[src/include/lsbm_pkg.sv]
// Shared constants, types and helpers of the load-store bus master
package lsbm_pkg;

    // ****************************************
    // Widths
    // ****************************************
    localparam int unsigned ADDR_W     = 32;
    localparam int unsigned DATA_W     = 32;
    localparam int unsigned LANES      = 4;
    localparam int unsigned LANE_W     = 8;
    localparam int unsigned MAX_OUTST  = 2;
    localparam logic [31:0] WORD_STEP  = 32'h0000_0004;
    localparam logic [1:0]  OUTST_LIM  = 2'h2;

    // ****************************************
    // Access sizes and lane masks
    // ****************************************
    localparam logic [1:0] SIZE_BYTE = 2'h0;
    localparam logic [1:0] SIZE_HALF = 2'h1;
    localparam logic [1:0] SIZE_WORD = 2'h2;
    localparam logic [3:0] MASK_BYTE = 4'h1;
    localparam logic [3:0] MASK_HALF = 4'h3;
    localparam logic [3:0] MASK_WORD = 4'hf;
    localparam logic [1:0] OFS_LAST  = 2'h3;

    // ****************************************
    // Sequencer states
    // ****************************************
    typedef enum logic [1:0] {
        ST_IDLE   = 2'b00,
        ST_ISSUE0 = 2'b01,
        ST_ISSUE1 = 2'b10,
        ST_WAIT   = 2'b11
    } lsbm_state_e;

    // Lanes touched by an access of the given size
    function automatic logic [3:0] size_mask(input logic [1:0] size);
        unique case (size)
            SIZE_BYTE: size_mask = MASK_BYTE;
            SIZE_HALF: size_mask = MASK_HALF;
            default:   size_mask = MASK_WORD;
        endcase
    endfunction

    // Access needs two word transactions
    function automatic logic needs_split(input logic [1:0] size, input logic [1:0] ofs);
        needs_split = ((size == SIZE_WORD) && (ofs != 2'h0)) ||
                      ((size == SIZE_HALF) && (ofs == OFS_LAST));
    endfunction

endpackage

[src/core/lsbm_split.sv]
// Lane placement of store data and byte lane masks for one or two words
module lsbm_split
    import lsbm_pkg::*;
(
    input  wire logic [1:0]  size,
    input  wire logic [1:0]  ofs,
    input  wire logic [31:0] wdata,
    output logic      [3:0]  mask_lo,
    output logic      [3:0]  mask_hi,
    output logic      [31:0] wdata_lo,
    output logic      [31:0] wdata_hi
);

    logic [7:0]  mask_wide;
    logic [63:0] data_wide;

    // ****************************************
    // Shift lanes by low address bits
    // ****************************************
    always_comb begin
        mask_wide = {4'h0, size_mask(size)} << ofs;
        data_wide = {32'h0000_0000, wdata} << {ofs, 3'b000};
        mask_lo   = mask_wide[3:0];
        mask_hi   = mask_wide[7:4];
        wdata_lo  = data_wide[31:0];
        wdata_hi  = data_wide[63:32];
    end

endmodule // lsbm_split

[src/core/lsbm_merge.sv]
// Merges response words, aligns the loaded item and extends it
module lsbm_merge
    import lsbm_pkg::*;
(
    input  wire logic        clk,
    input  wire logic        reset,
    input  wire logic        in_valid,
    input  wire logic [31:0] word_lo,
    input  wire logic [31:0] word_hi,
    input  wire logic [1:0]  ofs,
    input  wire logic [1:0]  size,
    input  wire logic        sign_ext,
    output logic             out_valid,
    output logic      [31:0] out_data
);

    logic        out_valid_ff;
    logic [31:0] out_data_ff;
    logic [63:0] joined;
    logic [31:0] nxt_data;

    // ****************************************
    // Align and extend
    // ****************************************
    always_comb begin
        joined = {word_hi, word_lo} >> {ofs, 3'b000};
        unique case (size)
            SIZE_BYTE: nxt_data = {{24{sign_ext & joined[7]}}, joined[7:0]};
            SIZE_HALF: nxt_data = {{16{sign_ext & joined[15]}}, joined[15:0]};
            default:   nxt_data = joined[31:0];
        endcase
    end

    always_ff @(posedge clk) begin
        if (reset) begin
            out_valid_ff <= 1'b0;
            out_data_ff  <= 32'h0000_0000;
        end else begin
            out_valid_ff <= in_valid;
            if (in_valid) begin
                out_data_ff <= nxt_data;
            end
        end
    end

    assign out_valid = out_valid_ff;
    assign out_data  = out_data_ff;

endmodule // lsbm_merge

[src/core/lsbm_core.sv]
// Load-store bus master: request sequencing, splitting and responses
//
// How it works
// - Loads and stores come in word, halfword and byte sizes.
// - At most two granted transactions wait for a response; no queue.
// - Request stays high until grant is seen high for one cycle.
// - Address, write select, lane mask, write data change only after grant.
// - Write select is high for stores, low for loads, with the request.
// - A four-bit lane mask marks the bytes read or written.
// - Grant may come early; request and grant together mean acceptance.
// - Optional user, identifier, ready and error signals are left out.
// - No misaligned-address exception is ever raised.
// - Misaligned words and word-crossing halfwords take two transactions.
// - Of a split pair, the lower address goes first.
// - Every other access takes a single transaction.
// - With extensions on, post-increment uses base address and writes back base+offset.
module lsbm_core
    import lsbm_pkg::*;
#(
    parameter bit vendor_extensions_enable = 1'b0
) (
    input  wire logic        clk,
    input  wire logic        reset,
    input  wire logic        cmd_valid,
    output logic             cmd_ready,
    input  wire logic        cmd_we,
    input  wire logic [1:0]  cmd_size,
    input  wire logic        cmd_sign_ext,
    input  wire logic        cmd_post_inc,
    input  wire logic [31:0] cmd_base,
    input  wire logic [31:0] cmd_offset,
    input  wire logic [31:0] cmd_wdata,
    output logic      [31:0] eff_addr,
    output logic             load_valid,
    output logic      [31:0] load_data,
    output logic             store_done,
    output logic             base_wb_valid,
    output logic      [31:0] base_wb_data,
    output logic             data_req,
    input  wire logic        data_gnt,
    output logic      [31:0] data_addr,
    output logic             data_we,
    output logic      [3:0]  byte_lane_mask,
    output logic      [31:0] data_wdata,
    input  wire logic        data_rvalid,
    input  wire logic [31:0] data_rdata
);

    // ****************************************
    // Declarations
    // ****************************************
    lsbm_state_e state_ff;
    lsbm_state_e nxt_state;
    logic        accept;
    logic        granted;
    logic        last_rsp;
    logic        post_inc_on;
    logic [31:0] nxt_eff;
    logic [1:0]  outst_ff;
    logic        rsp_idx_ff;
    logic        split_ff;
    logic        we_ff;
    logic [1:0]  size_ff;
    logic [1:0]  ofs_ff;
    logic        sign_ff;
    logic [31:0] req_addr_ff;
    logic [3:0]  req_mask_ff;
    logic [3:0]  mask_hi_ff;
    logic [31:0] req_wd_ff;
    logic [31:0] wd_hi_ff;
    logic [31:0] word_lo_ff;
    logic [31:0] eff_ff;
    logic        store_done_ff;
    logic        wb_valid_ff;
    logic [31:0] wb_data_ff;
    logic [3:0]  sp_mask_lo;
    logic [3:0]  sp_mask_hi;
    logic [31:0] sp_wd_lo;
    logic [31:0] sp_wd_hi;
    logic [31:0] merge_lo;

    // ****************************************
    // Command acceptance and address
    // ****************************************
    assign cmd_ready   = (state_ff == ST_IDLE);
    assign accept      = cmd_valid & cmd_ready;
    assign post_inc_on = vendor_extensions_enable & cmd_post_inc;
    assign nxt_eff     = post_inc_on ? cmd_base : cmd_base + cmd_offset;
    assign granted     = data_req & data_gnt;
    assign last_rsp    = (state_ff == ST_WAIT) & data_rvalid & (rsp_idx_ff == split_ff);

    lsbm_split u_split (
        .size     (cmd_size),
        .ofs      (nxt_eff[1:0]),
        .wdata    (cmd_wdata),
        .mask_lo  (sp_mask_lo),
        .mask_hi  (sp_mask_hi),
        .wdata_lo (sp_wd_lo),
        .wdata_hi (sp_wd_hi)
    );

    // Access attributes held for the whole access
    always_ff @(posedge clk) begin
        if (reset) begin
            split_ff   <= 1'b0;
            we_ff      <= 1'b0;
            size_ff    <= SIZE_WORD;
            ofs_ff     <= 2'h0;
            sign_ff    <= 1'b0;
            mask_hi_ff <= 4'h0;
            wd_hi_ff   <= 32'h0000_0000;
            eff_ff     <= 32'h0000_0000;
        end else if (accept) begin
            split_ff   <= needs_split(cmd_size, nxt_eff[1:0]);
            we_ff      <= cmd_we;
            size_ff    <= cmd_size;
            ofs_ff     <= nxt_eff[1:0];
            sign_ff    <= cmd_sign_ext;
            mask_hi_ff <= sp_mask_hi;
            wd_hi_ff   <= sp_wd_hi;
            eff_ff     <= nxt_eff;
        end
    end

    // Request phase registers: low word on take, high word after the first grant
    always_ff @(posedge clk) begin
        if (reset) begin
            req_addr_ff <= 32'h0000_0000;
            req_mask_ff <= 4'h0;
            req_wd_ff   <= 32'h0000_0000;
        end else if (accept) begin
            req_addr_ff <= {nxt_eff[31:2], 2'b00};
            req_mask_ff <= sp_mask_lo;
            req_wd_ff   <= sp_wd_lo;
        end else if (granted && (state_ff == ST_ISSUE0) && split_ff) begin
            req_addr_ff <= req_addr_ff + WORD_STEP;
            req_mask_ff <= mask_hi_ff;
            req_wd_ff   <= wd_hi_ff;
        end
    end

    // Base register write-back
    always_ff @(posedge clk) begin
        if (reset) begin
            wb_valid_ff <= 1'b0;
            wb_data_ff  <= 32'h0000_0000;
        end else begin
            wb_valid_ff <= accept & post_inc_on;
            if (accept & post_inc_on) begin
                wb_data_ff <= cmd_base + cmd_offset;
            end
        end
    end

    // ****************************************
    // Sequencer
    // ****************************************
    always_comb begin
        nxt_state = state_ff;
        unique case (state_ff)
            ST_IDLE: begin
                if (accept) begin
                    nxt_state = ST_ISSUE0;
                end
            end
            ST_ISSUE0: begin
                if (granted) begin
                    nxt_state = split_ff ? ST_ISSUE1 : ST_WAIT;
                end
            end
            ST_ISSUE1: begin
                if (granted) begin
                    nxt_state = ST_WAIT;
                end
            end
            ST_WAIT: begin
                if (last_rsp) begin
                    nxt_state = ST_IDLE;
                end
            end
        endcase
    end

    always_ff @(posedge clk) begin
        if (reset) begin
            state_ff <= ST_IDLE;
        end else begin
            state_ff <= nxt_state;
        end
    end

    // ****************************************
    // Bus request phase
    // ****************************************
    // Request held until taken; attributes move only after a grant
    assign data_req       = (state_ff == ST_ISSUE0) | (state_ff == ST_ISSUE1);
    assign data_addr      = req_addr_ff;
    assign data_we        = we_ff;
    assign byte_lane_mask = req_mask_ff;
    assign data_wdata     = req_wd_ff;
    // No user, identifier, response-ready or error signals exist here

    // ****************************************
    // Response phase
    // ****************************************
    always_ff @(posedge clk) begin
        if (reset) begin
            outst_ff <= 2'h0;
        end else begin
            outst_ff <= outst_ff + {1'b0, granted} - {1'b0, data_rvalid};
        end
    end

    // Responses come back in issue order, so a count tells them apart
    always_ff @(posedge clk) begin
        if (reset) begin
            rsp_idx_ff <= 1'b0;
            word_lo_ff <= 32'h0000_0000;
        end else if (accept) begin
            rsp_idx_ff <= 1'b0;
        end else if (data_rvalid) begin
            rsp_idx_ff <= 1'b1;
            if (!rsp_idx_ff) begin
                word_lo_ff <= data_rdata;
            end
        end
    end

    assign merge_lo = split_ff ? word_lo_ff : data_rdata;

    lsbm_merge u_merge (
        .clk       (clk),
        .reset     (reset),
        .in_valid  (last_rsp & ~we_ff),
        .word_lo   (merge_lo),
        .word_hi   (data_rdata),
        .ofs       (ofs_ff),
        .size      (size_ff),
        .sign_ext  (sign_ff),
        .out_valid (load_valid),
        .out_data  (load_data)
    );

    always_ff @(posedge clk) begin
        if (reset) begin
            store_done_ff <= 1'b0;
        end else begin
            store_done_ff <= last_rsp & we_ff;
        end
    end

    assign store_done    = store_done_ff;
    assign eff_addr      = eff_ff;
    assign base_wb_valid = wb_valid_ff;
    assign base_wb_data  = wb_data_ff;
endmodule // lsbm_core

[config.mk]
export PLATFORM = sky130hd
export DESIGN_NAME = lsbm_core
export DESIGN_NICKNAME = d
export VERILOG_FILES = /design/src/include/lsbm_pkg.sv /design/src/core/lsbm_split.sv /design/src/core/lsbm_merge.sv /design/src/core/lsbm_core.sv
export SDC_FILE = /design/constraint.sdc
export NUM_CORES = 1
export LEC_CHECK = 0
export BUFFER_PORTS_ARGS = -buffer_cell sky130_fd_sc_hd__buf_2
export CORE_MARGIN = 2
export CORE_UTILIZATION = 29
export CTS_CLUSTER_SIZE = 8
export DETAILED_ROUTE_END_ITERATION = 8
export PLACE_DENSITY_LB_ADDON = 0.12
export SLEW_MARGIN = 20
export SYNTH_ARGS = -nofsm -noshare
export SYNTH_HDL_FRONTEND = slang
export SYNTH_SLANG_ARGS = --single-unit
[constraint.sdc]
create_clock -name clk -period 3.4 [get_ports clk]
set_input_delay 0.34 -clock clk [delete_from_list [all_inputs] [get_ports clk]]
set_output_delay 0.34 -clock clk [all_outputs]
set_load 0.03 [all_outputs]
==> results_dict.tcl <==
set metrics [dict create \
    final_hold_viol_count 0 \
    hold_depth 3 \
    asyncSetResetFlopFracSynth 0 \
    power.leakage_nw 5.61 \
    core_area_um2 38600 \
    wl_met2_um 16900 \
    drt-pass1-iter-count 5 \
    met3_length_um 1970 \
    max_cap_violations 0 \
    synthTopCellsByCount "nand2_1 (261), dfxtp_1 (199), a21oi_1 (175)" \
    fin_crit_sh 0.777 \
    worstSetupStartpointType "primary input" \
    syn-mean-instance-area_um2 7.92 \
    highest_layer "met5" \
    fmax_ghz 0.379 \
    p_per_area_nw_per_um2 668 \
    path_delay_family "compound AO/OA/AOI/OAI gates" \
    rrSetupSlack_ns 0.76 \
    ys.flop_type "dfxtp_1" \
    wire_per_inst_um 17.2 \
    grt-ovfl-total 0 \
    fp.dieH_um 202 \
    arrival_ns 2.96 \
    synth_area_leader_cell "dfxtp_1" \
    die_area_um2 40600 \
    path_clk_slew_ns 0.07 \
    critical_path_required_ns 3.72 \
    wl_met1_um 18100 \
    synth_top_area_frac 0.352 \
    clock-root-buffer "clkbuf_16" \
    synth_edf_count 0 \
    critPathKind "in2reg" \
    initial_core_util 0.293 \
    cts_made_buffers 17 \
    ys_ff_latch 199 \
    finalClockSkew_ns 0.0101 \
    ant_nets 0 \
    crit_path_max_fanout 5 \
    grt_pass1_wl_um 59000 \
    grt_pass1_vias 10186 \
    setup_viol 0 \
    endpoint_kind "flip-flop" \
    synth.distinct_cells 61 \
    min_delay_worst_endpoint "sign_ff$_SDFFE_PP0P_" \
    grt_max_degree 82 \
    reg2reg_depth 7 \
    hp-class "in2reg" \
    area_growth_pct 20.5 \
    ctsHoldBuffers 0 \
    die_w_um 202 \
    placed_cells 2146 \
    dp_hpwl_um 27500 \
    slew_violations 0 \
    drive_gt1_frac 0.228 \
    timing.rr.end "wd_hi_ff[16]$_SDFFE_PP0P_" \
    max_stage_delay_ns 0.43 \
    rsz0062_at_grt "false" \
    fin_cells 2180 \
    wl_um 37500 \
    cts_tree "done" \
    ios 308 \
    crit_path_cell_trace "buf_2, ha_1, a21o_1, a2111o_1, o211a_1, or3_4, a31oi_1, a21oi_1, xnor2_1, o22ai_1" \
    place_ws_ns 0.390 \
    outcome "complete, no violations" \
    total_power_mw 9.10 \
    syn_area_um2 11300 \
    cts_max_path_buffers 2 \
    fillers 4206 \
    drc 0 \
    hold_path.startpoint "cmd_sign_ext" \
    synthesis.instances 1428 \
    min_period_ns 2.64 \
    synthMostInstantiatedCell "nand2_1" \
    seq_area_frac_synth 0.352 \
    cts_setup_buffers 0 \
    cts_max_level 4 \
    grt_use_total 0.184 \
    cts_sinks 199 \
    numPortBuffers 271 \
    relSlewSlack 0.418 \
    rows 72 \
    worstMarginPinSlew_ns 0.873 \
    clkLatencyLatePin_ns 0.45 \
    rr_startpoint "state_ff[0]$_SDFFE_PP0P_" \
    cts_resized 0 \
    final.setup.tns_ns 0 \
    drt_first_iter_violations 613 \
    critPathBufInv 1 \
    final_util 0.354 \
    synth.area.top_cells "dfxtp_1 (35%), nand2_1 (8.7%), a21oi_1 (7.7%), mux2i_1 (4.5%), a211oi_1 (4.2%)" \
    cpMaxStageDelayCell "or3_4" \
    ys_warn_count 0 \
    final.setup.worst_slack_ns 0.759 \
    avgViaCountPerCell 4.96 \
    fin_nets 1822 \
    via_count 10819 \
    ir_drop_v 0.000382 \
    gp_congestion 0.896 \
    antenna_found_initial 3 \
]
==> how the worst max path moves through the flow <==
| stage | start | end | slack, ns | cells past startpoint |
|---|---|---|---|---|
| after floorplan | cmd_base[5] | data_addr[28]$_SDFFE_PP0P_ | 0.81 | 9 |
| after global placement | cmd_base[5] | data_addr[30]$_SDFFE_PP0P_ | 0.38 | 10 |
| after detailed placement | cmd_base[5] | data_addr[30]$_SDFFE_PP0P_ | 0.39 | 10 |
| after CTS | state_ff[0]$_SDFFE_PP0P_ | wd_hi_ff[16]$_SDFFE_PP0P_ | 0.74 | 7 |
| after global routing | ofs_ff[0]$_SDFFE_PP0P_ | u_merge.out_data[22]$_SDFFE_PP0P_ | 0.48 | 7 |
| final | cmd_base[5] | data_addr[30]$_SDFFE_PP0P_ | 0.76 | 10 |
==> worst reg2reg max path, delay by kind of cell, from the launching register on <==
family	cells	cell delay (ns)
simple gates	4	1.66
flops	1	0.35
fa+ha+maj	1	0.33
compound gates	1	0.15
buf+inv	1	0.09
==> cell usage in the layout, fill, tap and decap left out, types with 4 or more instances in the layout <==
cell	instances
nand4_1	10
and3_1	11
conb_1	35
ha_1	35
buf_4	26
dfxtp_1	197
a21oi_1	175
xor2_1	12
inv_1	17
a221oi_1	10
a211oi_1	63
nand3_1	29
clkbuf_8	4
nand2b_1	6
o211ai_1	38
mux2i_1	51
and2_1	6
nand2_1	259
nor2_1	109
o21a_1	4
nor2b_1	20
a21o_1	13
buf_2	270
clkinvlp_4	4
mux4_2	16
mux2_2	16
a31oi_1	10
clkbuf_16	17
o21ai_0	64
xnor2_1	35
nor3_1	31
a21boi_0	4
==> per-stage QoR <==
step                      hold slack, ns  area (µm²)
after floorplan                    0.432       11400
after detailed placement           0.445       13000
after global routing               0.120       13600
after CTS                          0.103       13600
after global placement             0.434       13000
final                              0.130       13600
==> registers in the layout (all words and copies together), names as in the netlist <==
signal and flops:
size_ff 2, state_ff 2, wd_hi_ff 24, sign_ff 1
ofs_ff 1, store_done 1, byte_lane_mask 4, mask_hi_ff 3
data_we 1, data_wdata 32, u_merge.out_data 32, eff_addr 31
data_addr 30, split_ff 1, u_merge.out_valid 1, rsp_idx_ff 1
word_lo_ff 32
==> logic make-up after synthesis <==
group           Yosys count  share of synthesized area
flops                   199                      0.352
fa+ha+maj                37                     0.0416
mux                      83                     0.0929
simple gates            500                      0.189
buf+inv                 149                     0.0641
xor+xnor                 47                     0.0364
compound gates          412                      0.223
other cells               1                   0.000331
==> power by group <==
group / total [mW] / leakage [nW] / internal, mW / switching [mW]
Combinational: 3.88 / 3.69 / 1.27 / 2.61
Clock: 2.11 / 0.287 / 1.16 / 0.948
Sequential: 3.11 / 1.63 / 2.76 / 0.352
Total: 9.10 / 5.61 / 5.19 / 3.91
==> layer usage <==
metal | vias up | track usage
met5 | - | 0
met4 | 2 | 0.0499
met3 | 23 | 0.0366
met2 | 264 | 0.284
met1 | 5084 | 0.259
li1 | 5446 | -
==> layout make-up <==
| cell class | count | area (µm²) | area share |
|---|---|---|---|
| well taps | 518 | 648 | 0.0475 |
| inverters | 17 | 63.8 | 0.00468 |
| multi-input cells | 1114 | 6750 | 0.495 |
| flip-flops and latches | 199 | 3990 | 0.292 |
| clock buffers | 21 | 480 | 0.0352 |
| repair buffers | 298 | 1580 | 0.116 |
| clock inverters | 11 | 123 | 0.00899 |
| diodes | 2 | 5.00 | 0.000367 |
(Power assumes the default switching activity.)
